`config.mk`:
```
export PLATFORM = sky130hd
export DESIGN_NAME = kms_top
export DESIGN_NICKNAME = d
export VERILOG_FILES = /design/src/kms_scan_timer.v /design/src/kms_top.v
export VERILOG_INCLUDE_DIRS = /design/src /design/src/src
export SDC_FILE = /design/constraint.sdc
export NUM_CORES = 1
export LEC_CHECK = 0
export BUFFER_PORTS_ARGS = -buffer_cell sky130_fd_sc_hd__buf_4
export CORE_UTILIZATION = 60
export DETAILED_ROUTE_END_ITERATION = 8
export PLACE_DENSITY = 0.85
export SYNTH_ARGS = -nofsm -noshare
export SYNTH_HDL_FRONTEND = slang
export SYNTH_SLANG_ARGS = --single-unit
```
`constraint.sdc`:
```
create_clock -name clk_sys -period 28.2 [get_ports clk_sys]
set_clock_uncertainty 0.05 [all_clocks]
set_input_delay 5.64 -clock clk_sys [delete_from_list [all_inputs] [get_ports clk_sys]]
set_output_delay 5.64 -clock clk_sys [all_outputs]
set_load 0.005 [all_outputs]
```
`src/kms_regs.vh`:
```
`ifndef KMS_REGS_VH
`define KMS_REGS_VH

// ----------------------------------------------------------------------------
// Register offsets
// ----------------------------------------------------------------------------
`define KMS_ADDR_CTRL1       8'hC0
`define KMS_ADDR_CTRL2       8'hC1
`define KMS_ADDR_CODE0       8'hC2
`define KMS_ADDR_CODE1       8'hC3
`define KMS_ADDR_CODE2       8'hC4
`define KMS_ADDR_EXTRA_IO    8'hC7
`define KMS_ADDR_EVT_STATUS  8'hC8
`define KMS_ADDR_EVT_MASK    8'hC9
`define KMS_ADDR_INT_CTRL1   8'hF0

// ----------------------------------------------------------------------------
// Field positions
// ----------------------------------------------------------------------------
`define KMS_C1_SCAN_EN       7
`define KMS_C1_LONG_EN       6
`define KMS_C1_DEB_HI        5
`define KMS_C1_DEB_LO        4
`define KMS_C1_FREQ_HI       2
`define KMS_C1_FREQ_LO       0
`define KMS_C1_WMASK         8'hF7
`define KMS_C2_WAKE_EN       7
`define KMS_C2_LONG_HI       3
`define KMS_C2_LONG_LO       2
`define KMS_C2_CNT_HI        1
`define KMS_C2_CNT_LO        0
`define KMS_IO_BIT           0
`define KMS_EVT_PRESS        0
`define KMS_EVT_LONG         1
`define KMS_EVT_W            2
`define KMS_INTC_KEY_EN      4

// ----------------------------------------------------------------------------
// Reset values and constants
// ----------------------------------------------------------------------------
`define KMS_RST_BYTE         8'h00
`define KMS_RST_EVT          2'h0
`define KMS_DEB_BASE         6'h04
`define KMS_MAX_KEYS         2'h3

// ----------------------------------------------------------------------------
// Timing
// ----------------------------------------------------------------------------
`define KMS_CLK_PERIOD_NS    25
`define KMS_SCAN_BASE_NS     64000
`define KMS_LONG_BASE_MS     625
`define KMS_NS_PER_MS        1000000

`endif

```
`src/kms_scan_timer.v`:
```
`timescale 1ns/1ps
module kms_scan_timer #(
  parameter SLOT_CYC = 640,
  parameter CNT_W    = 20
) (
  input  wire             clk_sys,
  input  wire             reset,
  input  wire             ce,
  input  wire             run,
  input  wire [2:0]       freq_sel,
  output reg              slot_tick_r
);

  reg  [CNT_W-1:0] cnt_r;
  wire [CNT_W-1:0] slot_len;
  wire [CNT_W-1:0] last_cnt;

  // Each step of the frequency select doubles the slot
  assign slot_len = SLOT_CYC[CNT_W-1:0] << freq_sel;
  assign last_cnt = slot_len - {{(CNT_W-1){1'b0}}, 1'b1};

  always @(posedge clk_sys or posedge reset) begin
    if (reset) begin
      cnt_r       <= {CNT_W{1'b0}};
      slot_tick_r <= 1'b0;
    end else if (ce) begin
      if (!run) begin
        cnt_r       <= {CNT_W{1'b0}};
        slot_tick_r <= 1'b0;
      end else if (cnt_r >= last_cnt) begin
        cnt_r       <= {CNT_W{1'b0}};
        slot_tick_r <= 1'b1;
      end else begin
        cnt_r       <= cnt_r + {{(CNT_W-1){1'b0}}, 1'b1};
        slot_tick_r <= 1'b0;
      end
    end
  end

endmodule // kms_scan_timer

```
`src/kms_top.v`:
```
// Local design decision: the address-and-strobe port.
`timescale 1ns/1ps
`include "kms_regs.vh"

//Operation
// Three-bit frequency field doubles scan cycle per step, 64us to 8.192ms.
// With long-key enabled, flag long press after hold time from timing field.
// Wake-up enable bit lets a key press wake the device from low power.
// Two-bit read-only count of pressed keys, zero to three.
// First pressed key code in read-only register, no defined reset value.
// Second and third key codes valid only when count says so.
// Extra I/O bit reads input pin level, write drives output pin.
// Scan only while enabled; accept state after debounce-selected stable scans.
// Key-scan interrupt raised only while interrupt enable bit 4 is set.
module kms_top #(
  parameter ROWS          = 4,
  parameter COLS          = 5,
  parameter SCAN_BASE_CYC = `KMS_SCAN_BASE_NS / `KMS_CLK_PERIOD_NS,
  parameter LONG_BASE_CYC = (`KMS_LONG_BASE_MS * `KMS_NS_PER_MS) / `KMS_CLK_PERIOD_NS
) (
  input  wire             clk_sys,
  input  wire             reset,
  input  wire             ce,
  input  wire [7:0]       addr,
  input  wire [7:0]       wr_data,
  input  wire             wr_stb,
  input  wire             rd_stb,
  output reg  [7:0]       rd_data_r,
  output reg  [ROWS-1:0]  key_row_n_r,
  input  wire [COLS-1:0]  key_col_n,
  input  wire             extra_input_pin,
  output reg              extra_output_pin_r,
  input  wire             sleep_mode,
  output reg              wake_req_r,
  output reg              irq_r
);

  // --------------------------------------------------------------------------
  // Local constants
  // --------------------------------------------------------------------------
  localparam KEYS  = ROWS * COLS;
  localparam SLOT  = SCAN_BASE_CYC / ROWS;
  localparam RW    = 2;

  // --------------------------------------------------------------------------
  // Register state
  // --------------------------------------------------------------------------
  reg  [7:0]      ctrl1_r;
  reg             wake_en_r;
  reg  [1:0]      long_sel_r;
  reg  [1:0]      key_cnt_r;
  reg  [7:0]      code0_r;
  reg  [7:0]      code1_r;
  reg  [7:0]      code2_r;
  reg  [`KMS_EVT_W-1:0] evt_status_r;
  reg  [`KMS_EVT_W-1:0] evt_mask_r;
  reg             int_key_en_r;

  wire            scan_en  = ctrl1_r[`KMS_C1_SCAN_EN];
  wire            long_en  = ctrl1_r[`KMS_C1_LONG_EN];
  wire [1:0]      deb_sel  = ctrl1_r[`KMS_C1_DEB_HI:`KMS_C1_DEB_LO];
  wire [2:0]      freq_sel = ctrl1_r[`KMS_C1_FREQ_HI:`KMS_C1_FREQ_LO];

  // --------------------------------------------------------------------------
  // Scan engine
  // --------------------------------------------------------------------------
  reg  [RW-1:0]   row_r;
  reg  [KEYS-1:0] snap_r;
  reg  [KEYS-1:0] last_r;
  reg  [KEYS-1:0] deb_r;
  reg  [5:0]      stable_r;
  reg  [31:0]     long_cnt_r;
  reg             long_done_r;
  wire            slot_tick;
  reg  [KEYS-1:0] snap_nxt;
  reg  [5:0]      stable_nxt;
  wire            scan_done;
  wire            accept;
  wire            press_evt;
  wire            long_evt;
  wire [5:0]      deb_thr;
  wire [31:0]     long_lim;

  // --------------------------------------------------------------------------
  // Key code of a matrix position
  // --------------------------------------------------------------------------

  function [7:0] kms_code;
    input [7:0] idx;
    reg   [7:0] r;
    reg   [7:0] c;
    begin
      r        = idx / COLS;
      c        = idx % COLS;
      kms_code = {r[3:0], c[3:0]};
    end
  endfunction

  // --------------------------------------------------------------------------
  // Row slot timer
  // --------------------------------------------------------------------------

  kms_scan_timer #(
    .SLOT_CYC (SLOT),
    .CNT_W    (20)
  ) u_timer (
    .clk_sys     (clk_sys),
    .reset       (reset),
    .ce          (ce),
    .run         (scan_en),
    .freq_sel    (freq_sel),
    .slot_tick_r (slot_tick)
  );

  // Columns of the driven row are sampled at the end of its slot
  genvar gc;
  generate
    for (gc = 0; gc < KEYS; gc = gc + 1) begin : g_snap
      always @* begin
        if ((gc / COLS) == row_r)
          snap_nxt[gc] = ~key_col_n[gc % COLS];
        else
          snap_nxt[gc] = snap_r[gc];
      end
    end
  endgenerate

  // --------------------------------------------------------------------------
  // Debounce of full scans
  // --------------------------------------------------------------------------

  assign scan_done = slot_tick && (row_r == ROWS - 1);
  assign deb_thr   = `KMS_DEB_BASE << deb_sel;

  always @* begin
    if (snap_nxt != last_r)
      stable_nxt = 6'h01;
    else if (stable_r < deb_thr)
      stable_nxt = stable_r + 6'h01;
    else
      stable_nxt = stable_r;
  end

  // --------------------------------------------------------------------------
  // Acceptance and long press
  // --------------------------------------------------------------------------

  assign accept    = scan_done && (stable_nxt >= deb_thr) && (snap_nxt != deb_r);
  assign press_evt = accept && ((snap_nxt & ~deb_r) != {KEYS{1'b0}});
  assign long_lim  = LONG_BASE_CYC * ({30'h0000_0000, long_sel_r} + 32'h0000_0001);
  assign long_evt  = long_en && !long_done_r && (deb_r != {KEYS{1'b0}}) && !accept
                     && (long_cnt_r + 32'h0000_0001 >= long_lim);

  // --------------------------------------------------------------------------
  // Scan and hold registers
  // --------------------------------------------------------------------------

  always @(posedge clk_sys or posedge reset) begin
    if (reset) begin
      row_r       <= {RW{1'b0}};
      key_row_n_r <= {ROWS{1'b1}};
      snap_r      <= {KEYS{1'b0}};
      last_r      <= {KEYS{1'b0}};
      deb_r       <= {KEYS{1'b0}};
      stable_r    <= 6'h00;
      long_cnt_r  <= 32'h0000_0000;
      long_done_r <= 1'b0;
    end else if (ce) begin
      if (!scan_en) begin
        row_r       <= {RW{1'b0}};
        key_row_n_r <= {ROWS{1'b1}};
        stable_r    <= 6'h00;
      end else begin
        key_row_n_r <= ~({{(ROWS-1){1'b0}}, 1'b1} << row_r);
        if (slot_tick) begin
          snap_r <= snap_nxt;
          row_r  <= (row_r == ROWS - 1) ? {RW{1'b0}} : row_r + {{(RW-1){1'b0}}, 1'b1};
          key_row_n_r <= ~({{(ROWS-1){1'b0}}, 1'b1} <<
                          ((row_r == ROWS - 1) ? {RW{1'b0}} : row_r + {{(RW-1){1'b0}}, 1'b1}));
        end
        if (scan_done) begin
          last_r   <= snap_nxt;
          stable_r <= stable_nxt;
        end
        if (accept)
          deb_r <= snap_nxt;
      end
      // Hold timer restarts on every change of the accepted state
      if (accept || !long_en || deb_r == {KEYS{1'b0}}) begin
        long_cnt_r  <= 32'h0000_0000;
        long_done_r <= 1'b0;
      end else if (long_evt) begin
        long_done_r <= 1'b1;
      end else if (!long_done_r) begin
        long_cnt_r  <= long_cnt_r + 32'h0000_0001;
      end
    end
  end

  // --------------------------------------------------------------------------
  // Key code extraction
  // --------------------------------------------------------------------------
  reg  [7:0] c0_nxt;
  reg  [7:0] c1_nxt;
  reg  [7:0] c2_nxt;
  reg  [1:0] cnt_nxt;
  integer    i;

  always @* begin
    c0_nxt  = code0_r;
    c1_nxt  = code1_r;
    c2_nxt  = code2_r;
    cnt_nxt = 2'h0;
    for (i = 0; i < KEYS; i = i + 1) begin
      if (snap_nxt[i] && cnt_nxt != `KMS_MAX_KEYS) begin
        case (cnt_nxt)
          2'h0:    c0_nxt = kms_code(i[7:0]);
          2'h1:    c1_nxt = kms_code(i[7:0]);
          default: c2_nxt = kms_code(i[7:0]);
        endcase
        cnt_nxt = cnt_nxt + 2'h1;
      end
    end
  end

  always @(posedge clk_sys or posedge reset) begin
    if (reset) begin
      key_cnt_r <= 2'h0;
      code0_r   <= `KMS_RST_BYTE;
      code1_r   <= `KMS_RST_BYTE;
      code2_r   <= `KMS_RST_BYTE;
    end else if (ce && accept) begin
      key_cnt_r <= cnt_nxt;
      code0_r   <= c0_nxt;
      code1_r   <= c1_nxt;
      code2_r   <= c2_nxt;
    end
  end

  // --------------------------------------------------------------------------
  // Register bus, events and interrupt
  // --------------------------------------------------------------------------
  wire                  rd_status = rd_stb && (addr == `KMS_ADDR_EVT_STATUS);
  wire [`KMS_EVT_W-1:0] evt_set;
  reg  [7:0]            rd_mux;

  assign evt_set[`KMS_EVT_PRESS] = press_evt;
  assign evt_set[`KMS_EVT_LONG]  = long_evt;

  // --------------------------------------------------------------------------
  // Read multiplexer
  // --------------------------------------------------------------------------

  always @* begin
    case (addr)
      `KMS_ADDR_CTRL1:      rd_mux = ctrl1_r;
      `KMS_ADDR_CTRL2:      rd_mux = {wake_en_r, 3'h0, long_sel_r, key_cnt_r};
      `KMS_ADDR_CODE0:      rd_mux = code0_r;
      `KMS_ADDR_CODE1:      rd_mux = code1_r;
      `KMS_ADDR_CODE2:      rd_mux = code2_r;
      `KMS_ADDR_EXTRA_IO:   rd_mux = {7'h00, extra_input_pin};
      `KMS_ADDR_EVT_STATUS: rd_mux = {6'h00, evt_status_r};
      `KMS_ADDR_EVT_MASK:   rd_mux = {6'h00, evt_mask_r};
      `KMS_ADDR_INT_CTRL1:  rd_mux = {3'h0, int_key_en_r, 4'h0};
      default:              rd_mux = 8'h00;
    endcase
  end

  // --------------------------------------------------------------------------
  // Register writes, read data and interrupt
  // --------------------------------------------------------------------------

  always @(posedge clk_sys or posedge reset) begin
    if (reset) begin
      ctrl1_r            <= `KMS_RST_BYTE;
      wake_en_r          <= 1'b0;
      long_sel_r         <= 2'h0;
      evt_mask_r         <= `KMS_RST_EVT;
      int_key_en_r       <= 1'b0;
      extra_output_pin_r <= 1'b0;
      evt_status_r       <= `KMS_RST_EVT;
      rd_data_r          <= 8'h00;
      irq_r              <= 1'b0;
      wake_req_r         <= 1'b0;
    end else if (ce) begin
      if (wr_stb) begin
        case (addr)
          `KMS_ADDR_CTRL1: ctrl1_r <= wr_data & `KMS_C1_WMASK;
          `KMS_ADDR_CTRL2: begin
            wake_en_r  <= wr_data[`KMS_C2_WAKE_EN];
            long_sel_r <= wr_data[`KMS_C2_LONG_HI:`KMS_C2_LONG_LO];
          end
          `KMS_ADDR_EXTRA_IO:  extra_output_pin_r <= wr_data[`KMS_IO_BIT];
          `KMS_ADDR_EVT_MASK:  evt_mask_r <= wr_data[`KMS_EVT_W-1:0];
          `KMS_ADDR_INT_CTRL1: int_key_en_r <= wr_data[`KMS_INTC_KEY_EN];
          default: ;
        endcase
      end
      rd_data_r <= rd_stb ? rd_mux : 8'h00;
      // A new event in the clearing cycle survives the read
      evt_status_r <= (rd_status ? `KMS_RST_EVT : evt_status_r) | evt_set;
      irq_r        <= int_key_en_r && ((evt_status_r & evt_mask_r) != `KMS_RST_EVT);
      wake_req_r   <= press_evt && wake_en_r && sleep_mode;
    end
  end

endmodule // kms_top

```
-- Word level (Yosys, flattened, before mapping)
Index checks and enable logic that the tools add are counted.
- flip-flop bits (word level): 178
- input bits: 28
- shifts and indexed selects: 4
- reduce and logical (&&, ||, !) cells: 93
- bitwise operators: 11
- multiply operators: 1
- add/subtract/negate cells: 25
- magnitude comparators: 4
- equality and inequality tests: 57
- multiplexer cells: 176
- operator list (cell ; number):
    $mux 8 ; 116
    $mux 32 ; 3
    $eq 8x8->1 const B ; 9
    $pmux 8 s9 ; 1
    $mux 2 ; 23
    $add 2x1->2 const B ; 20
    $logic_not 2->1 ; 20
    $mux 20 ; 2
    $ne 20x20->1 ; 2
    $reduce_bool 20->1 ; 2
    $eq 2x1->1 const B ; 19
    $ne 2x2->1 const B ; 19
    $reduce_or 2->1 ; 19
    $add 32x1->32 const B ; 1
    $ge 32x28->1 ; 1
    $logic_and 1x1->1 ; 32
    $reduce_and 3->1 ; 9
    $mux 1 ; 25
    $mux 6 ; 4
    $mul 19x3->22 const A ; 1
    $add 20x1->20 const B ; 1
    $and 20x20->20 ; 1
    $ge 20x20->1 ; 1
    $logic_not 20->1 ; 1
    other kinds (22) ; 39

-- Logic depth before layout (Yosys ltp)
- depth after elaboration: 61
- gate-level depth with buffers: 88
- depth with buffers taken out: 80

-- Hierarchy
Synthesis repeated with hierarchy kept, for this count alone.
- cells, all modules: 1542
- area total of the unflattened synthesis: 13456.7 µm²
- by module, submodules not included (module ; area each (µm²) ; instances ; cells each):
    kms_top ; 11881.4 ; 1 ; 1372
    kms_scan_timer ; 1575.3 ; 1 ; 170

-- Worst setup path before layout
Ideal clock, no wire load.
- path kind: input to register
- start point: input port key_col_n[0]
- end point: register code1_r[6]
- setup time: 144 ps
- slack: 4463 ps
- stages on the path: 77
- arrival time: 23542 ps
- path buffers: 8
- cell sequence: a21o_1 -> clkinv_1 -> fa_1 -> ha_1 -> nor3_4 -> xnor2_1 -> inv_1 -> ha_1 -> nor3_2 -> xnor2_2 -> ha_1 -> nor3b_2 -> clkbuf_1 -> xor2_1 -> ha_1 -> nor3b_4 -> mux2_2 -> ha_1 -> (+41 left out) -> a21boi_0 -> or2_2 -> ha_1 -> nor3b_1 -> clkbuf_1 -> a21oi_1 -> o31ai_2 -> clkbuf_1 -> ha_1 -> nor2_1 -> or4_4 -> nand3_4 -> inv_4 -> ha_1 -> nand2b_1 -> clkbuf_1 -> o311ai_2 -> a21boi_0
- word-level cells in the longest chain between the ends: 60
- ends and longest elaborated chain (item ; RTL line ; source):
    from (decl) ; kms_top.v:30 ; input wire [COLS-1:0] key_col_n,
    $not 1->1 (*) ; kms_top.v:121 ; snap_nxt[gc] = ~key_col_n[gc % COLS];
    $mux 1 (*) ; kms_top.v:120 ; if ((gc / COLS) == row_r)
    via snap_nxt[0] ; kms_top.v:75 ; reg [KEYS-1:0] snap_nxt;
    parallel branches: the longest is 58 deep, another holds $add 2x1->2 ; n/a ;
    to (signal assigned) ; kms_top.v:230 ; code1_r <= `KMS_RST_BYTE;
    to (signal assigned) ; kms_top.v:235 ; code1_r <= c1_nxt;
    to (decl) ; kms_top.v:53 ; reg [7:0] code1_r;
Mark *: on every way through the listed nets, which the timed path passes.
A chain may end at the register's enable or synchronous reset.

-- Worst setup path in the final report
Same ends and word-level chain as after synthesis.

==> results by group <==
Logic synthesis
  • Cell type with the highest aggregate area in the netlist: dfrtp_1
  • Post-Syn Area per Cell: 8.50 um^2
  • Primary flip-flop cell chosen by synthesis mapping: dfrtp_1
  • Post-synth EDFFs: 0
  • Post-synthesis instance area: 13800 um^2
  • Post-synth ARST share: 1.00
  • Number of unique standard cell types used by synthesis: 91
  • Number of synthesized register bits: 178
  • Leading post-synthesis cells by cell area: dfrtp_1, ha_1, nand2_1, o21ai_0, inv_1
  • Yosys top cell area share: 0.317
  • Count of warnings emitted by yosys: 0
  • Synth Instances: 1618
  • Part of the Yosys area used for sequential elements: 0.324

Drt
  • Remaining routing DRC violations: 0
  • Iter 0 DRT Violations: 1027
  • Remaining number of nets flagged by the antenna check after routing: 0
  • Via Count: 12500
  • Vias per cell: 6.51
  • Routed WL per cell: 19.6 um
  • Post-detailed-routing wire length: 37.7 mm
  • DRT Pass-1 Iters: 5

Floorplanning
  • Boundary pin count: 43
  • Core Region: 22600 um^2
  • Width of the die: 153 um
  • Row Count: 55
  • Initial Util: 0.609
  • Height of the chip: 153 um
  • Die outline area: 23500 um^2

Global route
  • Total global routing track utilization: 0.333
  • Number of antenna violations at the first check in global routing: 0
  • First-pass GRT wire length: 62.4 mm
  • Pin count of the biggest net entering global routing: 106
  • Via count of the first global-routing pass: 12200
  • Global route overflow: 0

Timing
  • Setup TNS after final layout: 0 ns
  • Unrepaired setup endpoints after global routing: no
  • Max_slew headroom: 0.262
  • Crit share post-route: 0.930
  • Maximum operating frequency: 0.0381 GHz
  • Clock period minus final worst setup slack: 26.22 ns
  • Transition time at the pin with the least slew margin: 1.10 ns
  • Setup Viol. Count Final: 0
  • Number of hold violations in the final report: 0
  • Count of pins over their slew limit: 0

Critical path
  • Delay of the slowest critical-path stage: 0.90 ns
  • Highest net fanout along the worst path: 18
  • Crit path arrival time: 26.50 ns
  • Library cell appearing most often on the critical path: ha_1
  • Total buffers and inverters traversed by the critical path: 10
  • Worst Setup Path Type: in2reg
  • Crit path capture type: register
  • Startpoint kind of the worst setup timing path: input port
  • Family of cells with the greatest summed delay on the critical path: simple AND/OR/NAND/NOR gates
  • Max stage delay cell, worst path: nor3b_1
  • Req. time, crit path: 28.47 ns
  • Launch instance of the worst register-to-register path: row_r[0]$_DFFE_PP0P_
  • Critical Path Source: key_col_n[0]

Clock tree
  • Clock-pin slew of the registers on the worst-case setup and hold paths: 0.08 ns
  • Count of H-tree levels built during CTS: 4
  • # clock sinks: 178
  • Clock Path Buffers: 2
  • Root buffer cell: clkbuf_16
  • TritonCTS clock tree: done
  • Clock network latency to the later pin of the worst-skew pair: 0.47 ns
  • Post-CTS Setup Bufs: 0
  • TritonCTS Buffers: 17

Placement
  • Gpl congestion: 0.991
  • Half-perimeter wire length after detailed placement: 27.3 mm
  • Count of buffers from port buffering: 42

Pwr
  • Net switching power figure: 0.216 mW
  • Switch share: 0.337
  • Worst supply voltage drop on vdd: 0.0000380 V
  • LEAKAGE: 6.86 nW
  • Cell Int Power: 0.425 mW
  • Power density of the placed cells: 43.2 nW/um^2
  • Portion of total power attributed to sequential cells: 0.401
  • Share of power burned in combinational logic: 0.212
  • Clock power share: 0.387

Cells and area
  • Net count reported at finish: 1775
  • Final cell utilization of the core: 0.658
  • Fraction of final layout cells sized beyond drive strength 1: 0.0981
  • Area overhead of the layout relative to synthesis: 7.96%

Run status
  • Outcome: finished clean

Worst hold path
  • Hold_sp: deb_r[5]$_DFFE_PP0P_
  • Hold WC Path Type: reg2reg

Run
  • Max-capacitance violation count: 0
through the flow:
step	setup WS, ns	total power, mW	cell area, um^2	std cells	hold WS, ns
global placement	2.55	0.389	14200	1884	0.407
detailed placement	1.50	0.394	14200	1884	0.421
CTS	1.84	0.639	14800	1916	0.439
floorplan	4.46	0.364	13800	1620	0.390
finish	1.98	0.641	14800	1917	0.437
global route	0.230	0.668	14800	1916	0.455
final cells by class:
cell class                 instances  area (um^2)
antenna                            1         2.50
clock buffer                      17          425
clock inverter                    15          189
fill                            1855         7730
inverter                         116          443
multi-input combinational       1250         8560
sequential                       178         4460
tap                              285          357
timing repair buffer              55          413
routing by layer:
metal | wire (um) | part of all wire | track usage | up-vias
met5 | 0 | 0 | 0 | -
met4 | 2110 | 0.056 | 0.195 | 0
met3 | 2600 | 0.069 | 0.0570 | 127
met2 | 17800 | 0.47 | 0.551 | 561
met1 | 15100 | 0.40 | 0.410 | 5961
li1 | - | - | - | 5828
sequential cells by signal, indices dropped and copies added (netlist names), 4 cells and up:
name	flops
code0_r	8
code1_r	8
code2_r	8
ctrl1_r	7
deb_r	20
key_row_n_r	4
last_r	20
long_cnt_r	32
rd_data_r	8
snap_r	20
stable_r	6
u_timer.cnt_r	20
path summary, 6_finish.rpt:
path / end / depth (start not counted) / slack [ns]
worst min-delay path: deb_r[5]$_DFFE_PP0P_ / 2 / 0.44
worst max-delay path: code1_r[6]$_DFFE_PP0P_ / 74 / 1.98
worst max register to register: code1_r[6]$_DFFE_PP0P_ / 75 / 6.22
min in group asynchronous: u_timer.cnt_r[16]$_DFFE_PP0P_ / 2 / 5.32
max in group asynchronous: snap_r[16]$_DFFE_PP0P_ / 3 / 21.31
worst min register to register: deb_r[5]$_DFFE_PP0P_ / 2 / 0.44
power groups by stage:
stage                     clock, mW  sequential (mW)  combinational [mW]
after floorplan                   0            0.261               0.103
after global placement            0            0.262               0.127
after detailed placement          0            0.262               0.133
after CTS                     0.248            0.257               0.134
after global routing          0.259            0.257               0.152
final                         0.248            0.257               0.136
worst reg2reg max path, delay by kind of cell (launching register included):
kind / cells / cell delay [ns]
simple gates: 22 / 7.34
fa+ha+maj: 18 / 4.72
compound gates: 10 / 3.59
xor+xnor: 13 / 3.49
buf+inv: 10 / 1.48
mux: 2 / 0.71
flops: 1 / 0.44
repair_timing:
action	in CTS	in global routing
setup endpoints to repair	0	17
gates resized for setup	0	1
hold buffers	0	0
layout by cell type, fill, tap and decap left out, types with 37 or more instances in the layout:
cell type	synthesis	final
a21oi_1	48	48
buf_4	2	55
dfrtp_1	174	174
ha_1	127	127
inv_1	111	110
nand2_1	204	204
nand3_1	65	65
nand4_1	38	38
nor2_1	101	100
nor3_1	37	37
o21ai_0	109	109
xnor2_1	46	46
cell usage after synthesis, types with 18 or more instances:
cell / number
nor3_1: 37
nand3_1: 65
xnor2_1: 46
a31oi_1: 18
a21o_1: 30
nor4_1: 24
nor2_1: 101
o311ai_0: 20
nand2_1: 204
nand4_1: 38
and2_1: 19
and3_1: 23
dfrtp_1: 174
ha_1: 127
mux2_2: 23
xor2_1: 21
inv_1: 111
o21ai_0: 109
a21oi_1: 48
a22oi_1: 19
clkbuf_1: 66
cell families (layout without fill, tap and decap cells):
family / Yosys count / in the layout / synth area share
buffers and inverters: 192 / 203 / 0.0548
XOR/XNOR: 72 / 72 / 0.0499
flip-flops: 178 / 178 / 0.324
adder cells (fa/ha/maj): 129 / 129 / 0.118
AND/OR/NAND/NOR: 612 / 612 / 0.226
AO/OA/AOI/OAI: 396 / 396 / 0.195
multiplexers: 37 / 37 / 0.0308
other: 2 / 5 / 0.000546
No activity file was read; power rests on OpenSTA's default activity.
